## config.mk

```make
export PLATFORM = sky130hd
export DESIGN_NAME = pchr_regs
export DESIGN_NICKNAME = d
export VERILOG_FILES = /design/src/pchr_pkg.sv /design/src/pchr_lat_timer.sv /design/src/pchr_regs.sv
export SDC_FILE = /design/constraint.sdc
export NUM_CORES = 1
export LEC_CHECK = 0
export BUFFER_PORTS_ARGS = -buffer_cell sky130_fd_sc_hd__buf_2
export CAP_MARGIN = 15
export CORE_ASPECT_RATIO = 0.9
export CORE_UTILIZATION = 40
export DETAILED_ROUTE_END_ITERATION = 8
export GPL_ROUTABILITY_DRIVEN = 0
export HOLD_SLACK_MARGIN = 0.15
export PLACE_DENSITY = 0.76
export SKIP_LAST_GASP = 1
export SYNTH_ARGS = -nofsm -noshare
export SYNTH_HDL_FRONTEND = slang
export SYNTH_HIERARCHICAL = 1
export SYNTH_SLANG_ARGS = --single-unit
```

## constraint.sdc

```tcl
create_clock -name ref_clk -period 2.4 [get_ports ref_clk]
set_input_delay 0.12 -clock ref_clk [delete_from_list [all_inputs] [get_ports ref_clk]]
set_output_delay 0.12 -clock ref_clk [all_outputs]
set_load 0.01 [all_outputs]
```

## src/pchr_pkg.sv

```systemverilog
package pchr_pkg;

    // Printed configuration offsets, as byte addresses.
    localparam logic [7:0]  OFS_LINE_TIMER   = 8'h0c;
    localparam logic [7:0]  OFS_HDR_SELFTEST = 8'h0e;
    localparam logic [7:0]  OFS_WIN_BASE     = 8'h10;

    // Field positions inside the dword at 0Ch.
    localparam int          LINE_LSB         = 0;
    localparam int          TIMER_LSB        = 8;
    localparam int          HDR_LSB          = 16;
    localparam int          SELFTEST_LSB     = 24;

    // Field positions inside the window base register.
    localparam int          PTR_LSB          = 11;
    localparam int          PREFETCH_BIT     = 3;
    localparam int          LOCATE_LSB       = 1;
    localparam int          SPACE_BIT        = 0;

    // Reset and fixed read values.
    localparam logic [15:0] LINE_TIMER_RESET = 16'h0000;
    localparam logic [15:0] HDR_SELF_VALUE   = 16'h0000;
    localparam logic [7:0]  SELFTEST_VALUE   = 8'h00;
    localparam logic [7:0]  HEADER_LAYOUT    = 8'h00;
    localparam logic [31:0] WIN_BASE_RESET   = 32'h00000000;
    localparam logic        PREFETCH_FLAG    = 1'b0;
    localparam logic [1:0]  LOCATE_TYPE      = 2'h0;
    localparam logic        SPACE_INDICATOR  = 1'b0;

    // Latency timer states.
    typedef enum logic [2:0] {
        LT_IDLE    = 3'b001,
        LT_COUNT   = 3'b010,
        LT_EXPIRED = 3'b100
    } pchr_lt_state_e;

endpackage

```

## src/pchr_lat_timer.sv

```systemverilog
`timescale 1ns/1ps

// Master latency timer: counts PCI clocks from FRAME and asks for an early end.
module pchr_lat_timer #(
    parameter int TIMER_W = 8
) (
    input  wire logic               ref_clk,
    input  wire logic               reset_n,
    input  wire logic [TIMER_W-1:0] timer_limit,
    input  wire logic               frame_start,
    input  wire logic               xfer_done,
    input  wire logic               gnt_n_sync,
    output logic                    timer_expired,
    output logic                    end_req
);

    if (TIMER_W < 1 || TIMER_W > 16) begin : g_bad_width
        $error("pchr_lat_timer: TIMER_W must lie between 1 and 16.");
    end

    pchr_pkg::pchr_lt_state_e state_reg;
    logic [TIMER_W-1:0]       cnt_reg;

    // A new FRAME always restarts from zero, even over a finishing transfer.
    always_ff @(posedge ref_clk or negedge reset_n) begin
        if (!reset_n) begin
            state_reg <= pchr_pkg::LT_IDLE;
            cnt_reg   <= '0;
        end else if (frame_start) begin
            state_reg <= pchr_pkg::LT_COUNT;
            cnt_reg   <= '0;
        end else begin
            case (state_reg)
                pchr_pkg::LT_IDLE: begin
                    cnt_reg <= '0;
                end
                pchr_pkg::LT_COUNT: begin
                    if (xfer_done) begin
                        state_reg <= pchr_pkg::LT_IDLE;
                    end else if (cnt_reg == timer_limit) begin
                        state_reg <= pchr_pkg::LT_EXPIRED;
                    end else begin
                        cnt_reg <= cnt_reg + 1'b1;
                    end
                end
                pchr_pkg::LT_EXPIRED: begin
                    if (xfer_done) begin
                        state_reg <= pchr_pkg::LT_IDLE;
                    end
                end
                default: begin
                    state_reg <= pchr_pkg::LT_IDLE;
                end
            endcase
        end
    end

    // The early end waits for the arbiter to take the grant away, so a
    // master that keeps its grant may run on past the count.
    always_ff @(posedge ref_clk or negedge reset_n) begin
        if (!reset_n) begin
            end_req       <= 1'b0;
            timer_expired <= 1'b0;
        end else begin
            end_req       <= (state_reg == pchr_pkg::LT_EXPIRED) && gnt_n_sync
                             && !xfer_done && !frame_start;
            timer_expired <= (state_reg == pchr_pkg::LT_EXPIRED) && !frame_start;
        end
    end
endmodule

```

## src/pchr_regs.sv

```systemverilog
`timescale 1ns/1ps

// Functional notes
// - Writable 8-bit master latency count at 0Ch bits 15-8, counted in PCI clocks.
// - Latency counter restarts at zero each time this device starts FRAME.
// - After expiry, end own transaction as soon as grant is removed; here the end request comes three clocks after the grant pin goes high.
// - Writable 8-bit line size at 0Ch bits 7-0, used by line transactions.
// - Self-test byte at 0Eh bits 15-8 reads zero; writes ignored.
// - Header layout byte reads zero: standard single-function header.
// - Writing all ones to base register at 10h reads back FFFF F800h.
// - Base register bits 31-11 are read/write window base pointer.
// - Base register bits 10-4 read zero, fixing a 2K-byte window.
// - Base register bit 3 reads zero: not prefetchable.
// - Base register bits 2-1 read zero: 32-bit base anywhere.
// - Base register bit 0 reads zero: memory space.
module pchr_regs #(
    parameter int WIN_ADDR_BITS = pchr_pkg::PTR_LSB
) (
    input  wire logic        ref_clk,
    input  wire logic        reset_n,
    input  wire logic        cfg_wr_en,
    input  wire logic        cfg_rd_en,
    input  wire logic [7:0]  cfg_addr,
    input  wire logic [3:0]  cfg_byte_en,
    input  wire logic [31:0] cfg_wdata,
    output logic [31:0]      cfg_rdata,
    output logic             cfg_rd_valid,
    input  wire logic        mst_frame_start,
    input  wire logic        mst_xfer_done,
    input  wire logic        pci_gnt_n,
    output logic             mst_end_req,
    output logic             mst_timer_expired,
    output logic [7:0]       line_size_setting,
    input  wire logic        mem_req,
    input  wire logic [31:0] mem_addr,
    output logic             win_hit,
    output logic [31:0]      win_offset
);

    localparam int PTR_W = 32 - WIN_ADDR_BITS;
    localparam logic [31:0] BAR_ONES_READ = {{PTR_W{1'b1}}, {WIN_ADDR_BITS{1'b0}}};

    if (WIN_ADDR_BITS < 4 || WIN_ADDR_BITS > 31) begin : g_bad_window
        $error("pchr_regs: WIN_ADDR_BITS must lie between 4 and 31.");
    end

    logic [7:0]       timer_reg;
    logic [PTR_W-1:0] ptr_reg;
    logic             gnt_meta_reg;
    logic             gnt_sync_reg;
    logic             sel_line_timer;
    logic             sel_win_base;
    logic [31:0]      wr_mask;
    logic [31:0]      rd_word;

    // Only the dword part of the address selects; the 0Eh byte pair shares
    // the 0Ch dword and is reached through byte lanes 2 and 3.
    assign sel_line_timer = (cfg_addr[7:2] == pchr_pkg::OFS_LINE_TIMER[7:2]);
    assign sel_win_base   = (cfg_addr[7:2] == pchr_pkg::OFS_WIN_BASE[7:2]);
    assign wr_mask        = {{8{cfg_byte_en[3]}}, {8{cfg_byte_en[2]}},
                             {8{cfg_byte_en[1]}}, {8{cfg_byte_en[0]}}};

    // Line size and latency count; lanes 2 and 3 hold read-only bytes.
    always_ff @(posedge ref_clk or negedge reset_n) begin
        if (!reset_n) begin
            line_size_setting <= pchr_pkg::LINE_TIMER_RESET[7:0];
            timer_reg         <= pchr_pkg::LINE_TIMER_RESET[15:8];
        end else if (cfg_wr_en && sel_line_timer) begin
            if (cfg_byte_en[0]) begin
                line_size_setting <= cfg_wdata[pchr_pkg::LINE_LSB +: 8];
            end
            if (cfg_byte_en[1]) begin
                timer_reg <= cfg_wdata[pchr_pkg::TIMER_LSB +: 8];
            end
        end
    end

    // Only the pointer bits are stored; the low bits are constants, so a
    // sizing write of all ones reads back as the window mask.
    always_ff @(posedge ref_clk or negedge reset_n) begin
        if (!reset_n) begin
            ptr_reg <= pchr_pkg::WIN_BASE_RESET[31:WIN_ADDR_BITS];
        end else if (cfg_wr_en && sel_win_base) begin
            ptr_reg <= (ptr_reg & ~wr_mask[31:WIN_ADDR_BITS])
                     | (cfg_wdata[31:WIN_ADDR_BITS] & wr_mask[31:WIN_ADDR_BITS]);
        end
    end

    // Read multiplexer; unmapped dwords read as zero.
    always_comb begin
        rd_word = 32'h00000000;
        if (sel_line_timer) begin
            rd_word[pchr_pkg::LINE_LSB +: 8]     = line_size_setting;
            rd_word[pchr_pkg::TIMER_LSB +: 8]    = timer_reg;
            rd_word[pchr_pkg::HDR_LSB +: 8]      = pchr_pkg::HEADER_LAYOUT;
            rd_word[pchr_pkg::SELFTEST_LSB +: 8] = pchr_pkg::SELFTEST_VALUE;
        end else if (sel_win_base) begin
            rd_word[31:WIN_ADDR_BITS]             = ptr_reg;
            rd_word[pchr_pkg::PREFETCH_BIT]       = pchr_pkg::PREFETCH_FLAG;
            rd_word[pchr_pkg::LOCATE_LSB +: 2]    = pchr_pkg::LOCATE_TYPE;
            rd_word[pchr_pkg::SPACE_BIT]          = pchr_pkg::SPACE_INDICATOR;
        end
    end

    // Read data is registered and marked valid one clock after the request.
    always_ff @(posedge ref_clk or negedge reset_n) begin
        if (!reset_n) begin
            cfg_rdata    <= 32'h00000000;
            cfg_rd_valid <= 1'b0;
        end else begin
            cfg_rd_valid <= cfg_rd_en;
            if (cfg_rd_en) begin
                cfg_rdata <= rd_word;
            end
        end
    end

    // Grant arrives from the bus pin, so it is synchronised before use.
    always_ff @(posedge ref_clk or negedge reset_n) begin
        if (!reset_n) begin
            gnt_meta_reg <= 1'b1;
            gnt_sync_reg <= 1'b1;
        end else begin
            gnt_meta_reg <= pci_gnt_n;
            gnt_sync_reg <= gnt_meta_reg;
        end
    end

    pchr_lat_timer #(
        .TIMER_W       (8)
    ) u_lat_timer (
        .ref_clk       (ref_clk),
        .reset_n       (reset_n),
        .timer_limit   (timer_reg),
        .frame_start   (mst_frame_start),
        .xfer_done     (mst_xfer_done),
        .gnt_n_sync    (gnt_sync_reg),
        .timer_expired (mst_timer_expired),
        .end_req       (mst_end_req)
    );

    // Window decode; the offset keeps the address bits below the pointer.
    always_ff @(posedge ref_clk or negedge reset_n) begin
        if (!reset_n) begin
            win_hit    <= 1'b0;
            win_offset <= 32'h00000000;
        end else begin
            win_hit    <= mem_req && (mem_addr[31:WIN_ADDR_BITS] == ptr_reg);
            win_offset <= {{PTR_W{1'b0}}, mem_addr[WIN_ADDR_BITS-1:0]};
        end
    end
endmodule

```

; Word level (Yosys, flattened, before mapping)
; Index checks and enable logic that the tools add are counted.
[op_classes]
add_sub_neg = 1
n_eq_ne = 12
n_mux = 13
n_bitwise = 4
n_reduce_logical = 14
[ops]
columns = operator, count
row1 = $and 21x21->21, 2
row2 = $mux 21, 2
row3 = $mux 8, 3
row4 = $eq 21x21->1, 1
row5 = $not 21->21, 1
row6 = $or 21x21->21, 1
row7 = $pmux 8 s2, 1
row8 = $mux 3, 4
row9 = $ne 3x3->1 const B, 3
row10 = $pmux 3 s3, 1
row11 = $add 8x1->8 const B, 1
row12 = $eq 8x8->1, 1
row13 = $logic_and 1x1->1, 7
row14 = $mux 7, 1
row15 = $eq 6x2->1 const B, 1
row16 = $eq 6x3->1 const B, 1
row17 = $reduce_and 3->1, 2
row18 = $mux 4, 1
row19 = $ne 4x3->1 const B, 1
row20 = $reduce_and 2->1, 2
row21 = $eq 3x1->1 const B, 1
row22 = $eq 3x2->1 const B, 1
row23 = $eq 3x3->1 const B, 1
row24 = $reduce_bool 3->1, 1
row25 = 2 further kinds, 3
[word_totals]
reg_bits = 97
input_bits = 84
out_inout_bits = 76
word_cells = 57

; Longest topological paths before layout
; Gate-level depths: netlist (run 1).
[depth]
ltp_word = 5
depth_mapped = 6
ltp_nobuf = 6

; Hierarchy
; The synthesis (run 1) kept the hierarchy.
[modules_own_cells]
columns = module, instances, cells_per_inst, area_per_inst_um2
row1 = pchr_regs, 1, 291, 3553.4
row2 = pchr_lat_timer, 1, 73, 752.0

; Worst setup path after synthesis (run 1)
; No wires, ideal clock.
[synth_path]
kind = register to register
from = register u_lat_timer.cnt_reg[4]
to = register u_lat_timer.cnt_reg[5]
setup_time_ns = 0.121
t_arrival_ns = 1.681
required_ns = 2.279
setup_slack_ns = 0.598
stages_incl_launch_ff = 7
path_buffers = 1
period_less_slack_ns = 1.802
path_cell_list = dfrtp_1 xor2_1 nor4_4 a21oi_2 or3_1 buf_6 a22o_1
[synth_via]
elab_chain_len = 5
elab_cells_between_ends = 8
classes_between = add/sub (1) / eq/ne (2) / mux (4) / reduce/logical (1)
[synth_rtl]
columns = element, line
row1 = start: declaration, pchr_lat_timer.sv:22  ; logic [TIMER_W-1:0] cnt_reg;
row2 = start signal: assignment, pchr_lat_timer.sv:43  ; cnt_reg <= cnt_reg + 1'b1;
row3 = $add 8x1->8, pchr_lat_timer.sv:43
row4 = $mux 8, pchr_lat_timer.sv:40  ; end else if (cnt_reg == timer_limit) begin
row5 = $mux 8, pchr_lat_timer.sv:38  ; if (xfer_done) begin
row6 = $pmux 8 s2, pchr_lat_timer.sv:33  ; case (state_reg)
row7 = $mux 8, pchr_lat_timer.sv:29  ; end else if (frame_start) begin
; Several ways; a longest one is shown, not always the timed one. The select of a mux whose other input is x is not followed.
; A chain may end at the register's enable or synchronous reset.

; Worst setup path in the final report (run 1)
[layout_path]
from = register u_lat_timer.cnt_reg[2]
to = register u_lat_timer.cnt_reg[5]
; Same word-level chain as after synthesis.

==> results.py, run 1 <==
metrics = {
    "run_status": {
        "status": "finished, violations left",
        "violations": "DRC",
    },
    "clock_tree": {
        "clock-root-buffer": "clkbuf_16",
        "postCtsResizedCells": 0,
        "cts.sinks": 97,
        "cts_made_buffers": 9,
        "cts.path.max_buffers": 2,
        "clkTransAtPathRegs_ns": 0.07,
        "cts_tree": "built",
        "htree_num_levels": 3,
        "clock_latency_ns": 0.33,
    },
    "global_route": {
        "grt.busiest_layer": "met2",
        "grt_max_degree": 54,
        "globalRouteOverflowTotal": 0,
        "grtUsageMet1_pct": 22.64,
        "grt_util_met2_pct": 32.12,
        "grt_pass1_wl_mm": 16.20,
        "gr-usage-met3_pct": 4.167,
        "grtUsageTotal_pct": 18.58,
        "antenna_found_initial": 2,
        "grt_pass1_vias": 3307,
    },
    "timing": {
        "setup_slack_ns": 0.4339,
        "drv_slew": 0,
        "fin_crit_sh_pct": 81.92,
        "slew_headroom_pct": 55.70,
        "rsz0062_at_grt": "no",
        "fin_skew_ns": 0.009430,
        "worstMarginPinSlew_ns": 0.6645,
        "layout_min_cycle_time_ns": 1.966,
        "tns_ns": 0,
        "finalHoldViolations": 0,
        "max_freq_ghz": 0.5086,
        "finalSetupViolCount": 0,
    },
    "final_layout": {
        "layout_common_cells": "buf_2 (135), dfrtp_1 (94), dlygate4sd3_1 (49)",
        "fin_cells": 687,
        "drive_gt1_share_pct": 37.34,
        "layout.nets": 637,
        "syn2layout_area_growth_pct": 35.80,
        "mostFrequentLayoutCell": "buf_2",
    },
    "worst_setup_path": {
        "critPathCaptureType": "flip-flop",
        "reg2reg_slack_ns": 0.43,
        "path_delay_family": "simple AND/OR/NAND/NOR gates",
        "path_buf_inv": 0,
        "crit_path_start_kind": "flip-flop",
        "criticalPathCategory": "flip-flop to flip-flop",
        "crit_fanout": 9,
        "max_stage_delay_ns": 0.51,
        "required_ns": 2.62,
        "crit_chain": "xor2_1 > nor4_4 > a21oi_2 > or3_1 > a22o_1",
        "critPathSlowestCell": "or3_1",
        "worstPathArrival_ns": 2.19,
    },
    "power": {
        "p_leak_nw": 2.993,
        "switchingPower_mw": 0.8701,
        "ir_drop_mv": 0.4235,
        "power_density_mw_per_mm2": 617.1,
        "p_int_mw": 2.738,
        "p_seq_share_pct": 48.9,
        "clkPwrFrac_pct": 39.3,
        "switching_share_pct": 24.11,
        "power_frac_comb_pct": 11.8,
    },
    "placed_design": {
        "port_buffers": 136,
        "dp_cells": 621,
        "dpl.hpwl_mm": 7.251,
        "place_ws_ns": 0.4429,
    },
    "logic_synthesis": {
        "synth_edf_count": 0,
        "synth_area_leaders": "dfrtp_1 (55%), mux2_2 (9.4%), xor2_1 (5.7%)",
        "ys_seq_area_share_pct": 56.47,
        "synth_cell_types": 50,
        "yosys_warnings": 6,
        "synth_area_mm2": 0.004305,
        "synth_top_cell_by_area": "dfrtp_1",
        "syn_avg_cell_area_um2": 11.83,
        "synth-async-reset-ratio_pct": 100.0,
        "yosys.area.top_type_share_pct": 54.64,
        "synth_flop_cell": "dfrtp_1",
        "synth_seq_cells": 97,
        "syn_inst": 364,
    },
    "routing": {
        "drc": 32,
        "drt_iter0_markers": 233,
        "via_count": 3335,
        "wl_mm": 10.21,
        "ant_nets": 0,
        "viasPerCell": 4.854,
        "wl_per_cell_um": 14.86,
        "firstDrtPassIters": 6,
    },
    "floorplan": {
        "die_x_um": 111.4,
        "top_level_ports": 160,
        "die_area_mm2": 0.01118,
        "die_h_um": 100.4,
        "initial_core_util_pct": 41.66,
        "core_area_mm2": 0.01033,
        "std_cell_rows": 35,
    },
    "worst_hold_path": {
        "hold_path.class": "input port to flip-flop",
    },
    "flow_run": {
        "drv_cap": 0,
    },
}
final cells by class:
cell class,instances,area [µm²]
clock buffer,10,229.0
antenna,1,2.502
inverter,36,135.1
clock inverter,6,67.56
tap,129,161.4
sequential,97,2431
timing repair buffer,189,1216
multi-input combinational,219,1604
fill,889,4488
worst min-delay path, cell delays in order:
cell     delay, ns
buf_2         0.21
nand2_1       0.11
o22ai_1       0.05
kinds of logic (layout without fill, tap and decap cells):
logic type               Yosys count  after routing  share of synthesized area, %
adder cells (fa/ha/maj)            1              1                        0.2906
XOR/XNOR                          29             29                         5.900
flip-flops                        97             97                         56.47
AND/OR/NAND/NOR                   74             74                         10.90
buffers and inverters             68            241                         8.021
AO/OA/AOI/OAI                     56             56                         8.428
other                              1             22                       0.08710
multiplexers                      38             38                         9.910
synthesized netlist by cell type, types with 2 or more instances:
cell      number
or3_1          3
nand4_2        2
a21oi_1        3
dfstp_2        3
nor2_4         2
clkbuf_1       7
nand2_1       33
and3_1         2
nor3b_1        2
nand4_1        2
o21ai_0        4
nor2_1         3
nor3_1         2
o22ai_1       32
buf_2          3
nand2b_1       2
dfrtp_1       94
nor4_4         2
nor4_1         5
a31oi_1        4
a22oi_1        5
and2_1         3
inv_1         36
mux2_2        36
buf_4         21
nand3_1        2
xor2_1        28
metal layers:
metal  part of all wire [%]  wire [µm]  up-vias
met4                    1.8        179        2
met5                  0.098         10        -
met3                    5.5        557       16
met2                     51       5166      114
li1                       -          -     1580
met1                     42       4294     1623
worst paths after layout:
kind / from / endpoint / cells past startpoint
worst min-delay path: cfg_rd_en / cfg_rdata[22] / 3
worst max register to register: u_lat_timer/cnt_reg[2] / u_lat_timer/cnt_reg[5] / 5
worst max-delay path: u_lat_timer/cnt_reg[2] / u_lat_timer/cnt_reg[5] / 5
worst min register to register: gnt_meta_reg / gnt_sync_reg / 0
min in group asynchronous: reset_n / cfg_rdata[16] / 2
max in group asynchronous: reset_n / gnt_sync_reg / 3
metrics by stage:
step / total power, mW / instance area (µm²) / utilization, % / hold WS [ns]
after detailed placement: 2.157 / 5057 / 48.93 / 0.2078
final: 3.608 / 5847 / 56.57 / 0.2051
after global placement: 2.142 / 5057 / 48.93 / 0.1905
after floorplan: 2.005 / 4380 / - / -0.1756
after CTS: 3.656 / 5844 / 56.55 / 0.1885
after global routing: 3.762 / 5844 / 56.55 / 0.2196
power by group through the flow:
stage	Clock (mW)	Combinational, mW	Sequential [mW]
floorplan	0	0.213	1.79
global placement	0	0.354	1.79
detailed placement	0	0.364	1.79
CTS	1.47	0.427	1.76
global route	1.52	0.466	1.77
finish	1.42	0.425	1.76
timing repair:
| action | 4_1_cts | 5_1_grt |
|---|---|---|
| endpoints found under the hold margin | 108 | 0 |
| hold buffers | 49 | 0 |
| setup buffers | 0 | 0 |
(Power assumes the default switching activity.)
==> inputs of run 2 (changes only) <==
- clock period: 2.4 -> 2 ns (I/O delays scaled with it)
==> run 2 against run 1 <==
The flow still finishes with violations (DRC); critical endpoint unchanged; die area stayed put; clock power is 26% higher; non-clock buffer count is 6 higher; sequential power is 20% higher; routed wire length is 4.8% higher; flip-flop and latch count stayed put; utilization is 0.76 points higher; maximum frequency is 0.76% higher; critical path depth stayed put; hold slack better by 0.0041 ns; critical path type unchanged.
==> results.py, run 2 (synthesis gave the netlist of run 1 again) <==
metrics = {
    "run_status": {
        "status": "finished, violations left",
        "violations": "DRC",
    },
    "power": {
        "ir_drop_mv": 0.4270,
        "power_frac_comb_pct": 11.9,
        "power_density_mw_per_mm2": 747.5,
        "p_seq_share_pct": 47.8,
        "clkPwrFrac_pct": 40.3,
        "power_mw": 4.429,
        "switching_share_pct": 24.09,
        "switchingPower_mw": 1.067,
        "p_int_mw": 3.362,
        "p_leak_nw": 3.031,
    },
    "worst_setup_path": {
        "path_delay_family": "simple AND/OR/NAND/NOR gates",
        "reg2regPathDepth": 5,
        "worstPathArrival_ns": 2.18,
        "crit_fanout": 9,
        "critPathCaptureType": "flip-flop",
        "reg2reg_slack_ns": 0.05,
        "criticalPathCategory": "flip-flop to flip-flop",
        "max_stage_delay_ns": 0.47,
        "r2r-end": "u_lat_timer/cnt_reg[5]",
        "required_ns": 2.23,
        "path_buf_inv": 0,
        "critPathLaunch": "u_lat_timer/cnt_reg[4]",
        "r2r-start": "u_lat_timer/cnt_reg[4]",
        "crit_chain": "xor2_1 > nor4_4 > a21oi_2 > or3_4 > a22o_1",
        "endpoint": "u_lat_timer/cnt_reg[5]",
        "crit_cells": 5,
        "critPathSlowestCell": "dfrtp_1",
        "crit_path_start_kind": "flip-flop",
    },
    "global_route": {
        "grt_max_degree": 45,
        "antenna_found_initial": 0,
        "grtUsageTotal_pct": 19.79,
        "globalRouteOverflowTotal": 0,
        "grt_pass1_wl_mm": 17.06,
        "grt_pass1_vias": 3428,
    },
    "final_layout": {
        "layout.nets": 643,
        "mostFrequentLayoutCell": "buf_2",
        "syn2layout_area_growth_pct": 37.63,
        "antenna_cells": 0,
        "fin_util_pct": 57.34,
        "layout_common_cells": "buf_2 (135), dfrtp_1 (94), dlygate4sd3_1 (51)",
        "nFillCells": 862,
        "stdcell_area_mm2": 0.005926,
        "drive_gt1_share_pct": 38.01,
    },
    "timing": {
        "max_freq_ghz": 0.5125,
        "finalSetupViolCount": 0,
        "fin_crit_sh_pct": 97.56,
        "fin_skew_ns": 0.007726,
        "slew_headroom_pct": 64.92,
        "worstMarginPinSlew_ns": 0.5214,
        "layout_min_cycle_time_ns": 1.951,
        "drv_slew": 0,
        "finalHoldViolations": 0,
        "tns_ns": 0,
    },
    "clock_tree": {
        "htree_num_levels": 3,
        "post_cts_buffers": 0,
        "cts.path.max_buffers": 2,
        "cts.sinks": 97,
        "cts_made_buffers": 9,
        "clock-root-buffer": "clkbuf_16",
        "clock_latency_ns": 0.34,
        "clkTransAtPathRegs_ns": 0.07,
        "cts_tree": "built",
    },
    "placed_design": {
        "dpl.hpwl_mm": 7.432,
        "port_buffers": 136,
        "place_area_mm2": 0.005087,
    },
    "floorplan": {
        "die_h_um": 100.4,
        "initial_core_util_pct": 41.66,
        "std_cell_rows": 35,
        "core_area_mm2": 0.01033,
        "die_x_um": 111.4,
        "die_area_mm2": 0.01118,
        "top_level_ports": 160,
    },
    "worst_hold_path": {
        "hold_path.class": "input port to flip-flop",
    },
    "routing": {
        "wl_mm": 10.69,
        "wl_per_cell_um": 15.45,
        "firstDrtPassIters": 8,
        "ant_nets": 0,
        "drc": 17,
        "viasPerCell": 4.847,
        "via_count": 3354,
        "drt_iter0_markers": 167,
    },
    "flow_run": {
        "drv_cap": 0,
    },
}
## run 2: cell count changes in the layout (fill, tap and decap cells not counted)
| cell | before | now |
|---|---|---|
| buf_4 | 4 | 8 |
| a211oi_4 | 0 | 1 |
| or3_4 | 0 | 1 |
| clkinv_2 | 1 | 0 |
| diode_2 | 1 | 0 |
| or3_1 | 3 | 2 |
| clkbuf_1 | 1 | 0 |
| clkbuf_8 | 0 | 2 |
| a211oi_2 | 1 | 0 |
| clkinv_4 | 0 | 1 |
| inv_6 | 2 | 1 |
| dlygate4sd3_1 | 49 | 51 |
## run 2: power by group through the flow
| stage | registers [mW] | clock network, mW | logic [mW] |
|---|---|---|---|
| 6_report | 2.12 | 1.79 | 0.528 |
| 5_1_grt | 2.13 | 1.90 | 0.577 |
| 4_1_cts | 2.11 | 1.82 | 0.521 |
| 3_5_place_dp | 2.15 | 0 | 0.441 |
| 3_3_place_gp | 2.14 | 0 | 0.428 |
| 2_1_floorplan | 2.15 | 0 | 0.255 |
## run 2: metrics by stage
stage | hold WS [ns] | cells | setup WS [ns]
floorplan | -0.1956 | 384 | 0.1985
global placement | 0.04528 | 625 | 0.09772
detailed placement | 0.04796 | 625 | 0.06465
CTS | 0.1999 | 692 | 0.03145
global route | 0.2067 | 692 | -0.02579
finish | 0.2093 | 692 | 0.04876
## run 2: worst min path at each step
stage | cells after the start | end | slack (ns) | startpoint
after floorplan | 0 | asynchronous set/reset pin | -0.20 | reset_n
after global placement | 1 | asynchronous set/reset pin | 0.05 | reset_n
after detailed placement | 1 | cfg_rdata[18] | 0.05 | reset_n
after CTS | 5 | win_hit | 0.20 | mem_addr[13]
after global routing | 5 | win_hit | 0.21 | mem_addr[20]
final | 5 | win_hit | 0.21 | mem_addr[13]
## run 2: worst min-delay path: cells and delay by family
family | cells | cell delay (ns)
AND/OR/NAND/NOR | 3 | 0.18
XOR/XNOR | 1 | 0.14
buffers and inverters | 1 | 0.08
## run 2: repair_timing
item / CTS / global route
hold endpoints to repair: 156 / 0
hold buffers: 51 / 0
endpoints found under the setup margin: 0 / 6
resized for setup: 0 / 2
## run 2: layout make-up
| class | instances | area, µm² | area share, % |
|---|---|---|---|
| timing repair buffer | 195 | 1266 | 21.37 |
| multi-input combinational | 219 | 1617 | 27.28 |
| tap | 129 | 161.4 | 2.724 |
| clock inverter | 5 | 62.56 | 1.056 |
| sequential | 97 | 2431 | 41.03 |
| inverter | 36 | 135.1 | 2.280 |
| clock buffer | 11 | 252.7 | 4.265 |
## run 2: layer usage
layer	wire length, µm	track usage (%)	share of wire (%)	vias to the layer above
met1	4434	24.54	41	1622
met3	595	4.831	5.6	24
li1	-	-	-	1587
met4	274	9.148	2.6	0
met5	0	0	0	-
met2	5389	32.98	50	121
==> inputs of run 3 (changes only) <==
- MAX_ROUTING_LAYER: default -> met4
==> run 3 against run 2 <==
Sequential power barely moved; design area did not move; die area did not move; utilization stayed put; combinational power about the same; critical path type unchanged; largest power group unchanged; maximum frequency decreased by 0.18%; the run still ends with DRC left; global-route usage is 0.59 points higher; non-clock buffer count unchanged; hold slack worse by 0.00064 ns.
==> results.py, run 3 (synthesis gave the netlist of run 1 again) <==
metrics = {
    "power": {
        "power_density_mw_per_mm2": 746.9,
        "p_leak_nw": 3.031,
        "p_seq_share_pct": 47.8,
        "clkPwrFrac_pct": 40.3,
        "p_int_mw": 3.362,
        "power_frac_comb_pct": 11.9,
        "ir_drop_mv": 0.4255,
        "switchingPower_mw": 1.063,
        "switching_share_pct": 24.03,
    },
    "floorplan": {
        "die_area_mm2": 0.01118,
        "core_area_mm2": 0.01033,
        "top_level_ports": 160,
        "initial_core_util_pct": 41.66,
        "die_x_um": 111.4,
        "die_h_um": 100.4,
        "std_cell_rows": 35,
    },
    "placed_design": {
        "dpl.hpwl_mm": 7.432,
        "dp_cells": 625,
        "port_buffers": 136,
    },
    "routing": {
        "ant_nets": 0,
        "via_count": 3374,
        "viasPerCell": 4.876,
        "drc": 18,
        "wl_mm": 10.69,
        "wl_per_cell_um": 15.45,
        "drt_iter0_markers": 151,
        "firstDrtPassIters": 6,
    },
    "worst_setup_path": {
        "max_stage_delay_ns": 0.47,
        "worstPathArrival_ns": 2.18,
        "crit_path_start_kind": "flip-flop",
        "critPathCaptureType": "flip-flop",
        "critPathSlowestCell": "dfrtp_1",
        "required_ns": 2.22,
        "criticalPathCategory": "flip-flop to flip-flop",
        "reg2reg_slack_ns": 0.05,
        "crit_chain": "xor2_1 > nor4_4 > a21oi_2 > or3_4 > a22o_1",
        "crit_fanout": 9,
    },
    "clock_tree": {
        "cts_tree": "built",
        "htree_num_levels": 3,
        "clock_latency_ns": 0.34,
        "cts_made_buffers": 9,
        "cts.sinks": 97,
        "clkTransAtPathRegs_ns": 0.07,
        "clock-root-buffer": "clkbuf_16",
        "cts.path.max_buffers": 2,
    },
    "final_layout": {
        "mostFrequentLayoutCell": "buf_2",
        "fin_cells": 692,
        "drive_gt1_share_pct": 38.01,
        "fin_util_pct": 57.34,
        "layout_common_cells": "buf_2 (135), dfrtp_1 (94), dlygate4sd3_1 (51)",
        "syn2layout_area_growth_pct": 37.63,
        "layout.nets": 643,
        "antenna_cells": 0,
        "nFillCells": 862,
    },
    "global_route": {
        "grtUsageTotal_pct": 20.38,
        "globalRouteOverflowTotal": 0,
        "grt_pass1_wl_mm": 17.00,
        "antenna_found_initial": 0,
        "grt_pass1_vias": 3443,
        "grt_max_degree": 45,
    },
    "timing": {
        "tns_ns": 0,
        "worstMarginPinSlew_ns": 0.5251,
        "fin_skew_ns": 0.007600,
        "layout_min_cycle_time_ns": 1.955,
        "fin_crit_sh_pct": 97.73,
        "finalSetupViolCount": 0,
        "holdWs_ns": 0.2086,
        "drv_slew": 0,
        "slew_headroom_pct": 64.67,
        "max_freq_ghz": 0.5116,
        "finalHoldViolations": 0,
    },
    "run_status": {
        "violations": "DRC",
        "status": "finished, violations left",
    },
    "flow_run": {
        "drv_cap": 0,
    },
    "worst_hold_path": {
        "hold_path.class": "input port to flip-flop",
    },
}
-- run 3: layer usage --
metal / vias up / GRT usage (%) / part of all wire [%]
met5: - / - / 0
met4: 0 / 8.524 / 2.4
met3: 23 / 4.227 / 4.6
met2: 130 / 33.13 / 51
met1: 1632 / 24.97 / 42
li1: 1589 / - / -
-- run 3: cell type report --
type	count	area, µm²	share of cell area (%)
sequential	97	2431	41.03
multi-input combinational	219	1617	27.28
timing repair buffer	195	1266	21.37
clock buffer	11	252.7	4.265
tap	129	161.4	2.724
inverter	36	135.1	2.280
clock inverter	5	62.56	1.056
-- run 3: power groups by stage --
stage	combinational (mW)	clock, mW	sequential (mW)
2_1_floorplan	0.255	0	2.15
3_3_place_gp	0.428	0	2.14
3_5_place_dp	0.441	0	2.15
4_1_cts	0.521	1.82	2.11
5_1_grt	0.576	1.90	2.13
6_report	0.527	1.78	2.12
-- run 3: per-stage QoR --
step / setup WS [ns] / total power [mW] / cell area (µm²)
3_5_place_dp: 0.06465 / 2.593 / 5087
6_report: 0.04532 / 4.426 / 5926
2_1_floorplan: 0.1985 / 2.405 / 4380
3_3_place_gp: 0.09772 / 2.573 / 5087
4_1_cts: 0.03145 / 4.458 / 5913
5_1_grt: -0.02579 / 4.605 / 5926
-- run 3: worst paths after layout --
kind / from / end / cells past startpoint
worst max-delay path: u_lat_timer/cnt_reg[4] / u_lat_timer/cnt_reg[5] / 5
worst min-delay path: mem_addr[13] / win_hit / 5
worst max register to register: u_lat_timer/cnt_reg[4] / u_lat_timer/cnt_reg[5] / 5
worst min register to register: gnt_meta_reg / gnt_sync_reg / 0
max in group asynchronous: reset_n / cfg_rdata[7] / 3
min in group asynchronous: reset_n / cfg_rdata[18] / 2
-- run 3: worst max-delay path, delay by kind of cell (launching register included) --
kind                      cells  cell delay [ns]
and+or+nand+nor               2             0.82
DFF                           1             0.47
AOI/OAI and AO/OA             2             0.33
xor gates and xnor gates      1             0.23
-- run 3: timing repair --
item                                   4_1_cts  5_1_grt
endpoints found under the hold margin      156        0
hold buffers                                51        0
setup endpoints to repair                    0        6
resized for setup                            0        2
buffers inserted                             0        0
